--- src/common/pm_route_consts.svh ---
`ifndef PM_ROUTE_CONSTS_SVH
`define PM_ROUTE_CONSTS_SVH

// command port values that ask firmware to switch modes
`define NATIVE_ENABLE_VALUE_DEF   8'ha0
`define NATIVE_DISABLE_VALUE_DEF  8'ha1
// routing select reset value: legacy (clear)
`define ROUTE_SELECT_RESET        1'b0
// width of the command port data
`define CMD_WIDTH                 8
// width of the pm event vector
`define EVENT_WIDTH               4

`endif

--- src/common/pm_route_pkg.sv ---
`default_nettype none
package pm_route_pkg;
	// processor idle level
	typedef enum logic [3:0] {
		CST_C0 = 4'b0001,
		CST_C1 = 4'b0010,
		CST_C2 = 4'b0100,
		CST_C3 = 4'b1000
	} cstate_type;
endpackage
`default_nettype wire

--- src/common/idle_link_if.sv ---
`timescale 1ns/10ps
`default_nettype none
// link between top and idle controller: entry pulses in, state and arbiter release out
interface idle_link_if;
	logic                      enter_c2;
	logic                      enter_c3;
	pm_route_pkg::cstate_type  cstate;
	logic                      arb_off;
	modport ctrl (input enter_c2, input enter_c3, output cstate, output arb_off);
	modport top  (output enter_c2, output enter_c3, input cstate, input arb_off);
endinterface
`default_nettype wire

--- src/rtl/pm_event_route_cstate_ctrl.sv ---
// Summary of operation
// - events to firmware or os per select
// - native-only build: select reads one always
// - os interrupt shareable, active-low level
// - command port write of enable or disable value raises firmware event
// - firmware acknowledges by setting or clearing select
// - c1 entered by processor halt alone
// - level reads enter c2 or c3 exactly
// - c2 keeps snoop enabled
// - interrupt or reset leaves c2
// - c3 keeps cache, snoop off
// - c3 bus request wakes, re-enables masters
// - bus master active flag provided
// - wake enable gates bus master exit
// - idle states only in working state
`timescale 1ns/10ps
`default_nettype none
`include "pm_route_consts.svh"
module pm_event_route_cstate_ctrl #(
	parameter bit LEGACY_SUPPORTED = 1'b1
) (
	// clock and reset
	input  wire logic                      clk,
	input  wire logic                      rst_b,
	// pm events
	input  wire logic [`EVENT_WIDTH-1:0]   pm_events,
	// mode command port
	input  wire logic                      cmd_wr,
	input  wire logic [`CMD_WIDTH-1:0]     cmd_data,
	// firmware acknowledge of mode switch
	input  wire logic                      fw_route_set,
	input  wire logic                      fw_route_clear,
	// routing select status
	output logic                           event_route_select,
	// interrupts
	output logic                           firmware_mgmt_interrupt,
	output logic                           os_visible_pm_interrupt_b,
	output logic                           mode_switch_event,
	// per cpu power block reads
	input  wire logic                      level2_rd,
	input  wire logic                      level3_rd,
	output logic                           entry_rd_ack,
	output logic [7:0]                     entry_rd_data,
	// processor complex
	input  wire logic                      halt_exec,
	input  wire logic                      irq_req,
	input  wire logic                      sys_working,
	output pm_route_pkg::cstate_type       cpu_cstate,
	output logic                           snoop_enable,
	// bus masters
	input  wire logic                      bm_req,
	input  wire logic                      bm_active,
	input  wire logic                      bm_flag_clear,
	input  wire logic                      arbiter_disable_wr,
	input  wire logic                      arbiter_disable_in,
	input  wire logic                      bus_master_wake_enable,
	output logic                           bus_master_active_flag,
	output logic                           arbiter_disable
);
	import pm_route_pkg::*;

	////////////////////////////////////////////////////////////////
	// routing select and command port

	logic route_reg;
	logic route_next;
	logic sw_ev_reg;
	logic sw_ev_next;
	logic fw_irq;
	logic os_irq;

	always_comb begin
		route_next = route_reg;
		if (fw_route_set)
			route_next = 1'b1;
		else if (fw_route_clear)
			route_next = 1'b0;
		if (!LEGACY_SUPPORTED)
			route_next = 1'b1;
		sw_ev_next = cmd_wr && LEGACY_SUPPORTED &&
			(cmd_data == `NATIVE_ENABLE_VALUE_DEF || cmd_data == `NATIVE_DISABLE_VALUE_DEF);
	end

	always_ff @(posedge clk or negedge rst_b) begin
		if (!rst_b) begin
			route_reg <= `ROUTE_SELECT_RESET | ~LEGACY_SUPPORTED;
			sw_ev_reg <= 1'b0;
		end else begin
			route_reg <= route_next;
			sw_ev_reg <= sw_ev_next;
		end
	end

	event_router u_router (
		.clk          (clk),
		.rst_b        (rst_b),
		.route_select (route_reg | ~LEGACY_SUPPORTED),
		.events       (pm_events),
		.fw_irq       (fw_irq),
		.os_irq       (os_irq)
	);

	////////////////////////////////////////////////////////////////
	// idle state control

	idle_link_if lnk ();
	logic bm_flag_reg;
	logic bm_flag_next;
	logic arb_reg;
	logic arb_next;

	assign lnk.enter_c2 = level2_rd;
	assign lnk.enter_c3 = level3_rd;

	idle_state_ctrl u_idle (
		.clk         (clk),
		.rst_b       (rst_b),
		.lnk         (lnk),
		.halt_exec   (halt_exec),
		.irq_req     (irq_req),
		.bm_req      (bm_req),
		.bm_wake_en  (bus_master_wake_enable),
		.sys_working (sys_working)
	);

	// sticky activity flag; set wins over clear
	always_comb begin
		bm_flag_next = bm_active | (bm_flag_reg & ~bm_flag_clear);
		arb_next = arb_reg;
		if (arbiter_disable_wr)
			arb_next = arbiter_disable_in;
		if (lnk.arb_off)
			arb_next = 1'b0;
	end

	// outputs registered from internal state
	always_ff @(posedge clk or negedge rst_b) begin
		if (!rst_b) begin
			bm_flag_reg               <= 1'b0;
			arb_reg                   <= 1'b0;
			event_route_select        <= `ROUTE_SELECT_RESET | ~LEGACY_SUPPORTED;
			firmware_mgmt_interrupt   <= 1'b0;
			os_visible_pm_interrupt_b <= 1'b1;
			mode_switch_event         <= 1'b0;
			entry_rd_ack              <= 1'b0;
			entry_rd_data             <= 8'h00;
			cpu_cstate                <= CST_C0;
			snoop_enable              <= 1'b1;
		end else begin
			bm_flag_reg               <= bm_flag_next;
			arb_reg                   <= arb_next;
			event_route_select        <= route_reg | ~LEGACY_SUPPORTED;
			firmware_mgmt_interrupt   <= fw_irq | sw_ev_reg;
			os_visible_pm_interrupt_b <= ~os_irq;
			mode_switch_event         <= sw_ev_reg;
			entry_rd_ack              <= level2_rd | level3_rd;
			entry_rd_data             <= 8'h00;
			cpu_cstate                <= lnk.cstate;
			snoop_enable              <= (lnk.cstate != CST_C3);
		end
	end

	assign bus_master_active_flag = bm_flag_reg;
	assign arbiter_disable        = arb_reg;

	////////////////////////////////////////////////////////////////
	// checks

	cmd_event_a: assert property (@(posedge clk) disable iff (!rst_b)
		(cmd_wr && cmd_data == `NATIVE_ENABLE_VALUE_DEF && LEGACY_SUPPORTED) |=> ##1 mode_switch_event)
		else $error("command write raised no event");
	route_ack_a: assert property (@(posedge clk) disable iff (!rst_b)
		fw_route_set |=> ##1 event_route_select)
		else $error("select not set on acknowledge");
	route_wired_a: assert property (@(posedge clk) disable iff (!rst_b)
		!LEGACY_SUPPORTED |-> event_route_select)
		else $error("select not wired to one");
	snoop_c3_a: assert property (@(posedge clk) disable iff (!rst_b)
		(cpu_cstate == CST_C3) |-> !snoop_enable)
		else $error("snoop enabled in c3");
	bm_flag_a: assert property (@(posedge clk) disable iff (!rst_b)
		bm_active |=> bus_master_active_flag)
		else $error("activity flag not set");
	entry_ack_a: assert property (@(posedge clk) disable iff (!rst_b)
		level2_rd |=> entry_rd_ack)
		else $error("entry read not acknowledged");
	working_only_a: assert property (@(posedge clk) disable iff (!rst_b)
		!sys_working |=> ##1 cpu_cstate == CST_C0)
		else $error("idle state outside working state");

	legacy_route_a: assert property (@(posedge clk) disable iff (!rst_b)
		((|pm_events) && !(route_reg | ~LEGACY_SUPPORTED)) |=> ##1 firmware_mgmt_interrupt)
		else $error("legacy event missed firmware interrupt");

	native_route_a: assert property (@(posedge clk) disable iff (!rst_b)
		((|pm_events) && (route_reg | ~LEGACY_SUPPORTED)) |=> ##1 !os_visible_pm_interrupt_b)
		else $error("native event missed os interrupt");

	os_release_a: assert property (@(posedge clk) disable iff (!rst_b)
		!(|pm_events) |=> ##1 os_visible_pm_interrupt_b)
		else $error("os interrupt held without event");

	route_hold_a: assert property (@(posedge clk) disable iff (!rst_b)
		(!fw_route_set && !fw_route_clear) |=> $stable(route_reg))
		else $error("select changed without firmware");

	route_clear_a: assert property (@(posedge clk) disable iff (!rst_b)
		(fw_route_clear && !fw_route_set && LEGACY_SUPPORTED) |=> ##1 !event_route_select)
		else $error("select not cleared on acknowledge");

	cmd_disable_a: assert property (@(posedge clk) disable iff (!rst_b)
		(cmd_wr && cmd_data == `NATIVE_DISABLE_VALUE_DEF && LEGACY_SUPPORTED) |=> ##1 mode_switch_event)
		else $error("disable write raised no event");

	cmd_ignore_a: assert property (@(posedge clk) disable iff (!rst_b)
		(cmd_wr && cmd_data != `NATIVE_ENABLE_VALUE_DEF && cmd_data != `NATIVE_DISABLE_VALUE_DEF)
		|=> ##1 !mode_switch_event)
		else $error("event raised for unknown command");

	cmd_fw_irq_a: assert property (@(posedge clk) disable iff (!rst_b)
		(cmd_wr && cmd_data == `NATIVE_ENABLE_VALUE_DEF && LEGACY_SUPPORTED) |=> ##1 firmware_mgmt_interrupt)
		else $error("command write did not interrupt firmware");

	entry_ack3_a: assert property (@(posedge clk) disable iff (!rst_b)
		level3_rd |=> entry_rd_ack)
		else $error("level3 read not acknowledged");

	entry_data_a: assert property (@(posedge clk) disable iff (!rst_b)
		entry_rd_ack |-> entry_rd_data == 8'h00)
		else $error("entry read data not zero");

	enter_c3_a: assert property (@(posedge clk) disable iff (!rst_b)
		(lnk.cstate == CST_C0 && level3_rd && sys_working) |=> ##1 cpu_cstate == CST_C3)
		else $error("c3 not entered on read");

	halt_c1_a: assert property (@(posedge clk) disable iff (!rst_b)
		(lnk.cstate == CST_C0 && halt_exec && !level2_rd && !level3_rd && sys_working)
		|=> ##1 cpu_cstate == CST_C1)
		else $error("halt did not enter c1");

	c1_exit_a: assert property (@(posedge clk) disable iff (!rst_b)
		(lnk.cstate == CST_C1 && irq_req) |=> ##1 cpu_cstate == CST_C0)
		else $error("interrupt did not exit c1");

	c2_bm_exit_a: assert property (@(posedge clk) disable iff (!rst_b)
		(lnk.cstate == CST_C2 && bm_req && bus_master_wake_enable) |=> ##1 cpu_cstate == CST_C0)
		else $error("bus master request did not exit c2");

	snoop_c2_a: assert property (@(posedge clk) disable iff (!rst_b)
		(cpu_cstate == CST_C2) |-> snoop_enable)
		else $error("snoop disabled in c2");

	arb_rearm_a: assert property (@(posedge clk) disable iff (!rst_b)
		(lnk.cstate == CST_C3 && bm_req && bus_master_wake_enable && sys_working) |=> ##1 !arbiter_disable)
		else $error("arbiter still disabled after c3 wake");

	arb_write_a: assert property (@(posedge clk) disable iff (!rst_b)
		(arbiter_disable_wr && !lnk.arb_off) |=> arbiter_disable == $past(arbiter_disable_in))
		else $error("arbiter disable write lost");

	flag_clear_a: assert property (@(posedge clk) disable iff (!rst_b)
		(bm_flag_clear && !bm_active) |=> !bus_master_active_flag)
		else $error("activity flag not cleared");

	flag_hold_a: assert property (@(posedge clk) disable iff (!rst_b)
		(bus_master_active_flag && !bm_flag_clear) |=> bus_master_active_flag)
		else $error("activity flag dropped without clear");
endmodule
`default_nettype wire

--- src/rtl/event_router.sv ---
`timescale 1ns/10ps
`default_nettype none
`include "pm_route_consts.svh"
// steers pm events to firmware or os-visible interrupt
module event_router (
	// clock and reset
	input  wire logic                      clk,
	input  wire logic                      rst_b,
	// control
	input  wire logic                      route_select,
	input  wire logic [`EVENT_WIDTH-1:0]   events,
	// interrupts
	output logic                           fw_irq,
	output logic                           os_irq
);
	logic fw_next;
	logic os_next;

	// decoder on routing bit
	// route by select bit
	always_comb begin
		fw_next = (|events) & ~route_select;
		os_next = (|events) & route_select;
	end

	always_ff @(posedge clk or negedge rst_b) begin
		if (!rst_b) begin
			fw_irq <= 1'b0;
			os_irq <= 1'b0;
		end else begin
			fw_irq <= fw_next;
			os_irq <= os_next;
		end
	end

	route_fw_a: assert property (@(posedge clk) disable iff (!rst_b)
		((|events) && !route_select) |=> fw_irq && !os_irq)
		else $error("event not steered to firmware");
	route_os_a: assert property (@(posedge clk) disable iff (!rst_b)
		((|events) && route_select) |=> os_irq && !fw_irq)
		else $error("event not steered to os interrupt");
endmodule
`default_nettype wire

--- src/rtl/idle_state_ctrl.sv ---
`timescale 1ns/10ps
`default_nettype none
// idle state machine for one processor
module idle_state_ctrl (
	// clock and reset
	input  wire logic  clk,
	input  wire logic  rst_b,
	// entry triggers and state
	idle_link_if.ctrl  lnk,
	// halt entry and wake sources
	input  wire logic  halt_exec,
	input  wire logic  irq_req,
	input  wire logic  bm_req,
	input  wire logic  bm_wake_en,
	input  wire logic  sys_working
);
	import pm_route_pkg::*;

	cstate_type state_reg;
	cstate_type state_next;
	logic       arb_reg;
	logic       arb_next;
	logic       bm_wake;

	assign lnk.cstate  = state_reg;
	assign lnk.arb_off = arb_reg;

	assign bm_wake = bm_req & bm_wake_en;

	always_comb begin
		state_next = state_reg;
		unique case (state_reg)
			CST_C0: begin
				if (lnk.enter_c3)
					state_next = CST_C3;
				else if (lnk.enter_c2)
					state_next = CST_C2;
				else if (halt_exec)
					state_next = CST_C1;
			end
			CST_C1, CST_C2: begin
				if (irq_req || bm_wake)
					state_next = CST_C0;
			end
			CST_C3: begin
				if (irq_req || bm_wake)
					state_next = CST_C0;
			end
			default: state_next = CST_C0;
		endcase
		if (!sys_working)
			state_next = CST_C0;
		// one-cycle pulse on leaving c3, drops the arbiter disable
		arb_next = (state_reg == CST_C3) && (state_next == CST_C0);
	end

	always_ff @(posedge clk or negedge rst_b) begin
		if (!rst_b) begin
			state_reg <= CST_C0;
			arb_reg   <= 1'b0;
		end else begin
			state_reg <= state_next;
			arb_reg   <= arb_next;
		end
	end

	enter_c2_a: assert property (@(posedge clk) disable iff (!rst_b)
		(state_reg == CST_C0 && lnk.enter_c2 && !lnk.enter_c3 && sys_working)
		|=> state_reg == CST_C2)
		else $error("c2 not entered on read");
	bm_nowake_a: assert property (@(posedge clk) disable iff (!rst_b)
		(state_reg == CST_C3 && bm_req && !bm_wake_en && !irq_req && sys_working)
		|=> state_reg == CST_C3)
		else $error("bus master woke with wake disabled");
	c2_exit_a: assert property (@(posedge clk) disable iff (!rst_b)
		(state_reg == CST_C2 && irq_req) |=> state_reg == CST_C0)
		else $error("interrupt did not exit c2");
	c3_wake_a: assert property (@(posedge clk) disable iff (!rst_b)
		(state_reg == CST_C3 && bm_wake && sys_working) |=> state_reg == CST_C0 && lnk.arb_off)
		else $error("c3 wake did not re-enable bus masters");
endmodule
`default_nettype wire

--- config.mk ---
export PLATFORM = sky130hd
export DESIGN_NAME = pm_event_route_cstate_ctrl
export DESIGN_NICKNAME = d
export VERILOG_FILES = /design/src/common/pm_route_pkg.sv /design/src/common/idle_link_if.sv /design/src/rtl/pm_event_route_cstate_ctrl.sv /design/src/rtl/event_router.sv /design/src/rtl/idle_state_ctrl.sv
export VERILOG_INCLUDE_DIRS = /design/src /design/src/common
export SDC_FILE = /design/constraint.sdc
export NUM_CORES = 1
export LEC_CHECK = 0
export BUFFER_PORTS_ARGS = -buffer_cell sky130_fd_sc_hd__buf_2
export CORE_ASPECT_RATIO = 1.1
export CORE_UTILIZATION = 45
export CTS_CLUSTER_DIAMETER = 40
export DETAILED_ROUTE_END_ITERATION = 10
export PLACE_DENSITY = 0.82
export SYNTH_ARGS = -nofsm -noshare
export SYNTH_HDL_FRONTEND = slang
export SYNTH_SLANG_ARGS = --single-unit
--- constraint.sdc ---
create_clock -name clk -period 2.2 [get_ports clk]
set_clock_uncertainty 0.1 [all_clocks]
set_input_delay 0.11 -clock clk [delete_from_list [all_inputs] [get_ports clk]]
set_output_delay 0.11 -clock clk [all_outputs]
set_load 0.02 [all_outputs]
-- After elaboration in Yosys (flattened, before gate mapping)
Cells that the tools add are included.
- word-level logic and storage cells: 51
- flip-flop bits (word level): 21
- bits of input ports: 28
- equal/unequal tests: 8
- muxes and demuxes: 10
- bitwise logic cells: 10
- reduce and logical (&&, ||, !) cells: 8
- operators with widths (operator ; number):
    $mux 4 ; 5
    $eq 8x8->1 const B ; 2
    $eq 4x1->1 const B ; 2
    $pmux 4 s2 ; 1
    $and 1x1->1 ; 4
    $eq 4x2->1 const B ; 1
    $eq 4x3->1 const B ; 1
    $eq 4x4->1 const B ; 1
    $mux 1 ; 4
    $ne 4x4->1 const B ; 1
    $reduce_bool 2->1 ; 2
    $reduce_or 4->1 ; 1
    $not 1->1 ; 3
    $or 1x1->1 ; 3
    $reduce_or 3->1 ; 1
    $logic_and 1x1->1 ; 2
    $logic_or 1x1->1 ; 2

-- Longest topological paths before layout
- word-level depth: 7
- depth in mapped cells: 4
- mapped depth without buffers: 4

-- Hierarchy
From an unflattened synthesis, not the netlist that was laid out.
- cell total of the unflattened synthesis: 65
- area, all modules: 865.8 µm²
- by module, submodules not included (module ; cells each ; sequential area each (µm²) ; area an instance (µm²) ; times used):
    pm_event_route_cstate_ctrl ; 36 ; 354.1 ; 506.7 ; 1
    idle_state_ctrl ; 24 ; 126.4 ; 286.5 ; 1
    event_router ; 5 ; 50.0 ; 72.6 ; 1

-- Worst setup path before layout
Ideal clock, no wire load.
- path kind: register -> register
- start point: register u_idle.state_reg[0], in the netlist u_idle.lnk.cstate[0]
- end point: register u_idle.state_reg[2], in the netlist u_idle.lnk.cstate[2]
- data arrival time: 1047 ps
- cell stages (with the launch flop): 4
- slack: 976 ps
- path buffers: 0
- path through: dfstp_2 nor4b_2 nand3b_1 a21boi_1
- longest elaborated chain between the ends: 4
- RTL lines (element ; RTL line ; text):
    start, declared ; idle_state_ctrl.sv:19 ; cstate_type state_reg;
    start signal, assigned ; idle_state_ctrl.sv:62 ; state_reg <= state_next;
    $eq 4x2->1 (tied with other cells) ; idle_state_ctrl.sv:32 ; unique case (state_reg)
    $reduce_or 3->1 (no source line) ; - ;
    $pmux 4 s2 (*) ; idle_state_ctrl.sv:32 ;
    $mux 4 (*) ; idle_state_ctrl.sv:51 ; if (!sys_working)
    net u_idle.state_next[2] ; idle_state_ctrl.sv:20 ; cstate_type state_next;
Mark *: on every way through the listed nets, which the timed path passes. The rest lies on a longest branch.
A chain may end at the register's enable or synchronous reset.

-- Final worst setup path
- start point: input port irq_req
- end point: register u_idle.state_reg[3], in the netlist u_idle.lnk.cstate[3]
- longest elaborated chain between the ends: 4
- RTL lines (element ; RTL line ; text):
    start, declared ; pm_event_route_cstate_ctrl.sv:46 ; input wire logic irq_req,
    $logic_or 1x1->1 ; idle_state_ctrl.sv:42, idle_state_ctrl.sv:46 ;
    $mux 4 ; idle_state_ctrl.sv:42, idle_state_ctrl.sv:46 ;
    $pmux 4 s2 ; idle_state_ctrl.sv:32 ;
    $mux 4 ; idle_state_ctrl.sv:51 ;
    net u_idle.state_next[3] ; idle_state_ctrl.sv:20 ;
The timed path passes the listed nets, and every way through them passes these cells.

==> flow_summary.json <==
{
  "status": "finished clean",
  "start_kind": "input pin",
  "via_per_inst": 4.752,
  "synth_area_sq_um": 833.3,
  "worstPathRequired_ns": 2.34,
  "clk_pin_slew_ns": 0.11,
  "seq_area_sq_um": 530.5,
  "crit_path_start": "irq_req",
  "floorplan.initialDensity_pct": 50.45,
  "multi_input_area_sq_um": 250.2,
  "numCtsBuffers": 3,
  "design_area_sq_um": 1217,
  "path_max_fanout": 3,
  "layout_min_cycle_time_ns": 1.924,
  "power.switching_mw": 0.1950,
  "clock_path_buffers": 2,
  "area_growth_pct": 46.10,
  "hold_viol_final": 0,
  "internal_power_mw": 0.5518,
  "routed_wirelength_um": 1605,
  "final-setup-viol-count": 0,
  "synthMuxAreaShare_pct": 1.201,
  "drive_gt1_share_pct": 37.50,
  "crit_path_end_kind": "flip-flop",
  "arrival_ns": 2.06,
  "die-area_sq_um": 2028,
  "fillers": 130,
  "clkLatencyLatePin_ns": 0.29,
  "hp-start": "bus_master_wake_enable",
  "synth_seq_area_share_pct": 63.66,
  "setup_tns_ns": 0,
  "grt_pass1_vias": 662,
  "drt_iter0_drc": 13,
  "wire_per_inst_um": 11.07,
  "synth_seq_cells": 21,
  "yosys_warnings": 0,
  "maxCapViolations": 0,
  "ir_drop_v": 0.0003279,
  "grt_max_degree": 22,
  "grt_pass1_wl_um": 2670,
  "ant_nets": 0,
  "core-area_sq_um": 1652,
  "rsz0062_at_grt": "false",
  "synth_cells": 69,
  "nNetsFinal": 157,
  "antenna_found_initial": 0,
  "synthTopCellsByArea": "dfrtp_1, dfstp_2, buf_4",
  "hold_class": "input pin to flip-flop",
  "syn_avg_cell_area_sq_um": 12.08,
  "yosys.area_share.simple_pct": 13.81,
  "synth_xor_area_share_pct": 1.051,
  "swShare_pct": 26.11,
  "synth_top_area_share_pct": 51.05,
  "cts_root_buf": "clkbuf_4",
  "ios": 48,
  "num_rows": 15,
  "power_frac_seq_pct": 57.5,
  "crit_type": "input pin to flip-flop",
  "p_clk_share_pct": 23.8,
  "routed-via-count": 689,
  "place_congestion": 0.8038,
  "slew_violations": 0,
  "grtUsageTotal_pct": 18.31,
  "synth_compound_area_share_pct": 10.36,
  "portBuffers": 38,
  "drc": 0,
  "cellPowerDensity_nw_per_um2": 613.4,
  "overflow": 0,
  "p_comb_share_pct": 18.7,
  "cts_max_level": 1,
  "cts_tree": "done",
  "drt-pass1-iter-count": 6,
  "yosysTopAreaCell": "dfrtp_1",
  "synth_top_family_by_area": "simple AND/OR/NAND/NOR gates",
  "reg2reg_from": "u_idle.lnk.cstate[0]",
  "postPlaceCellArea_sq_um": 1011,
  "synth.distinct_cells": 27,
  "finalCritPeriodShare_pct": 87.46,
  "numClockSinks": 21,
  "die_y_um": 47.13,
  "synthAdderAreaFrac_pct": 0,
  "max_freq_mhz": 519.7,
  "power.leakage_nw": 0.6449,
  "diodes": 0,
  "fp.dieW_um": 43.03
}
-- stage by stage --
step	utilization, %	total power, mW	cells	worst slack (ns)	hold WS [ns]
after global placement	61.21	0.5468	123	0.9026	-0.02925
after floorplan	-	0.5090	76	0.9756	-0.2856
after CTS	73.71	0.7518	145	0.2939	0.006901
after detailed placement	61.21	0.5516	123	0.8723	-0.01837
final	73.71	0.7468	145	0.2759	0.01368
after global routing	73.71	0.7822	145	0.1171	0.001252
-- synth_stat cells --
library cell / instances
a211oi_1: 1
mux2i_1: 1
nor4_1: 1
nand3_1: 3
nor2_1: 5
o211a_1: 1
a21o_1: 2
nand2_1: 3
xor2_1: 1
dfstp_2: 4
o31a_1: 1
a21boi_1: 1
buf_4: 8
dfrtp_1: 17
nor4_2: 1
nor2b_1: 1
nand3b_1: 1
o21ai_0: 1
or4b_1: 1
o21ai_1: 3
o211ai_1: 1
inv_1: 5
nor4b_2: 1
or2_2: 1
a21oi_1: 2
conb_1: 1
nand4_1: 1
-- cells by family after synthesis --
logic type             after synthesis
flip-flops                          21
AND/OR/NAND/NOR                     19
AO/OA/AOI/OAI                       13
buffers and inverters               13
XOR/XNOR                             1
multiplexers                         1
other                                1
-- per-layer routing --
layer / track usage, % / up-vias / wire (um)
met5: 0 / - / 0
met4: 13.33 / 0 / 0
met3: 5.000 / 0 / 84
met2: 33.33 / 28 / 896
met1: 18.45 / 320 / 624
li1: - / 341 / -
-- critical path: stages --
cell           delay [ns]
dlygate4sd3_1        0.53
buf_2                0.13
a211oi_1             0.38
o211ai_1             0.19
o21ai_1              0.16
dlygate4sd3_1        0.55
-- power groups by stage --
stage | Clock, mW | Combinational, mW | Sequential, mW
6_report | 0.178 | 0.140 | 0.430
5_1_grt | 0.195 | 0.154 | 0.433
4_1_cts | 0.182 | 0.140 | 0.430
3_5_place_dp | 0 | 0.115 | 0.437
3_3_place_gp | 0 | 0.111 | 0.435
2_1_floorplan | 0 | 0.0539 | 0.455
-- layout make-up --
cell class                      instances  share of cell area [%]
Timing Repair Buffer                   56                   30.42
Sequential cell                        21                   43.58
Inverter                                5                   1.542
Clock buffer                            4                   2.158
Multi-Input combinational cell         42                   20.55
Tap cell                               17                   1.747
-- worst paths after layout --
path                       slack [ns]  cells after the start                        end
max                              0.28                      6       u_idle.lnk.cstate[3]
min                              0.01                      3         u_idle.lnk.arb_off
max reg2reg                      0.37                      4       u_idle.lnk.cstate[3]
min reg2reg                      0.26                      1  os_visible_pm_interrupt_b
max in group asynchronous        1.48                      2  os_visible_pm_interrupt_b
min in group asynchronous        0.18                      2              cpu_cstate[3]
-- repair_timing --
action,in CTS,in global routing
resized for setup,0,0
buffers inserted,0,0
hold endpoints to repair,32,0
hold buffers,18,0
-- placed cells by master (no fill, tap or decap), types with 2 or more instances in the layout --
cell,count
nand2_1,3
a21oi_1,2
nand3_1,3
dfrtp_1,17
inv_1,5
o21ai_1,3
nor2_1,5
clkbuf_4,3
conb_1,8
buf_2,38
a21o_1,2
dfstp_2,4
dlygate4sd3_1,18
(Power assumes the default switching activity.)
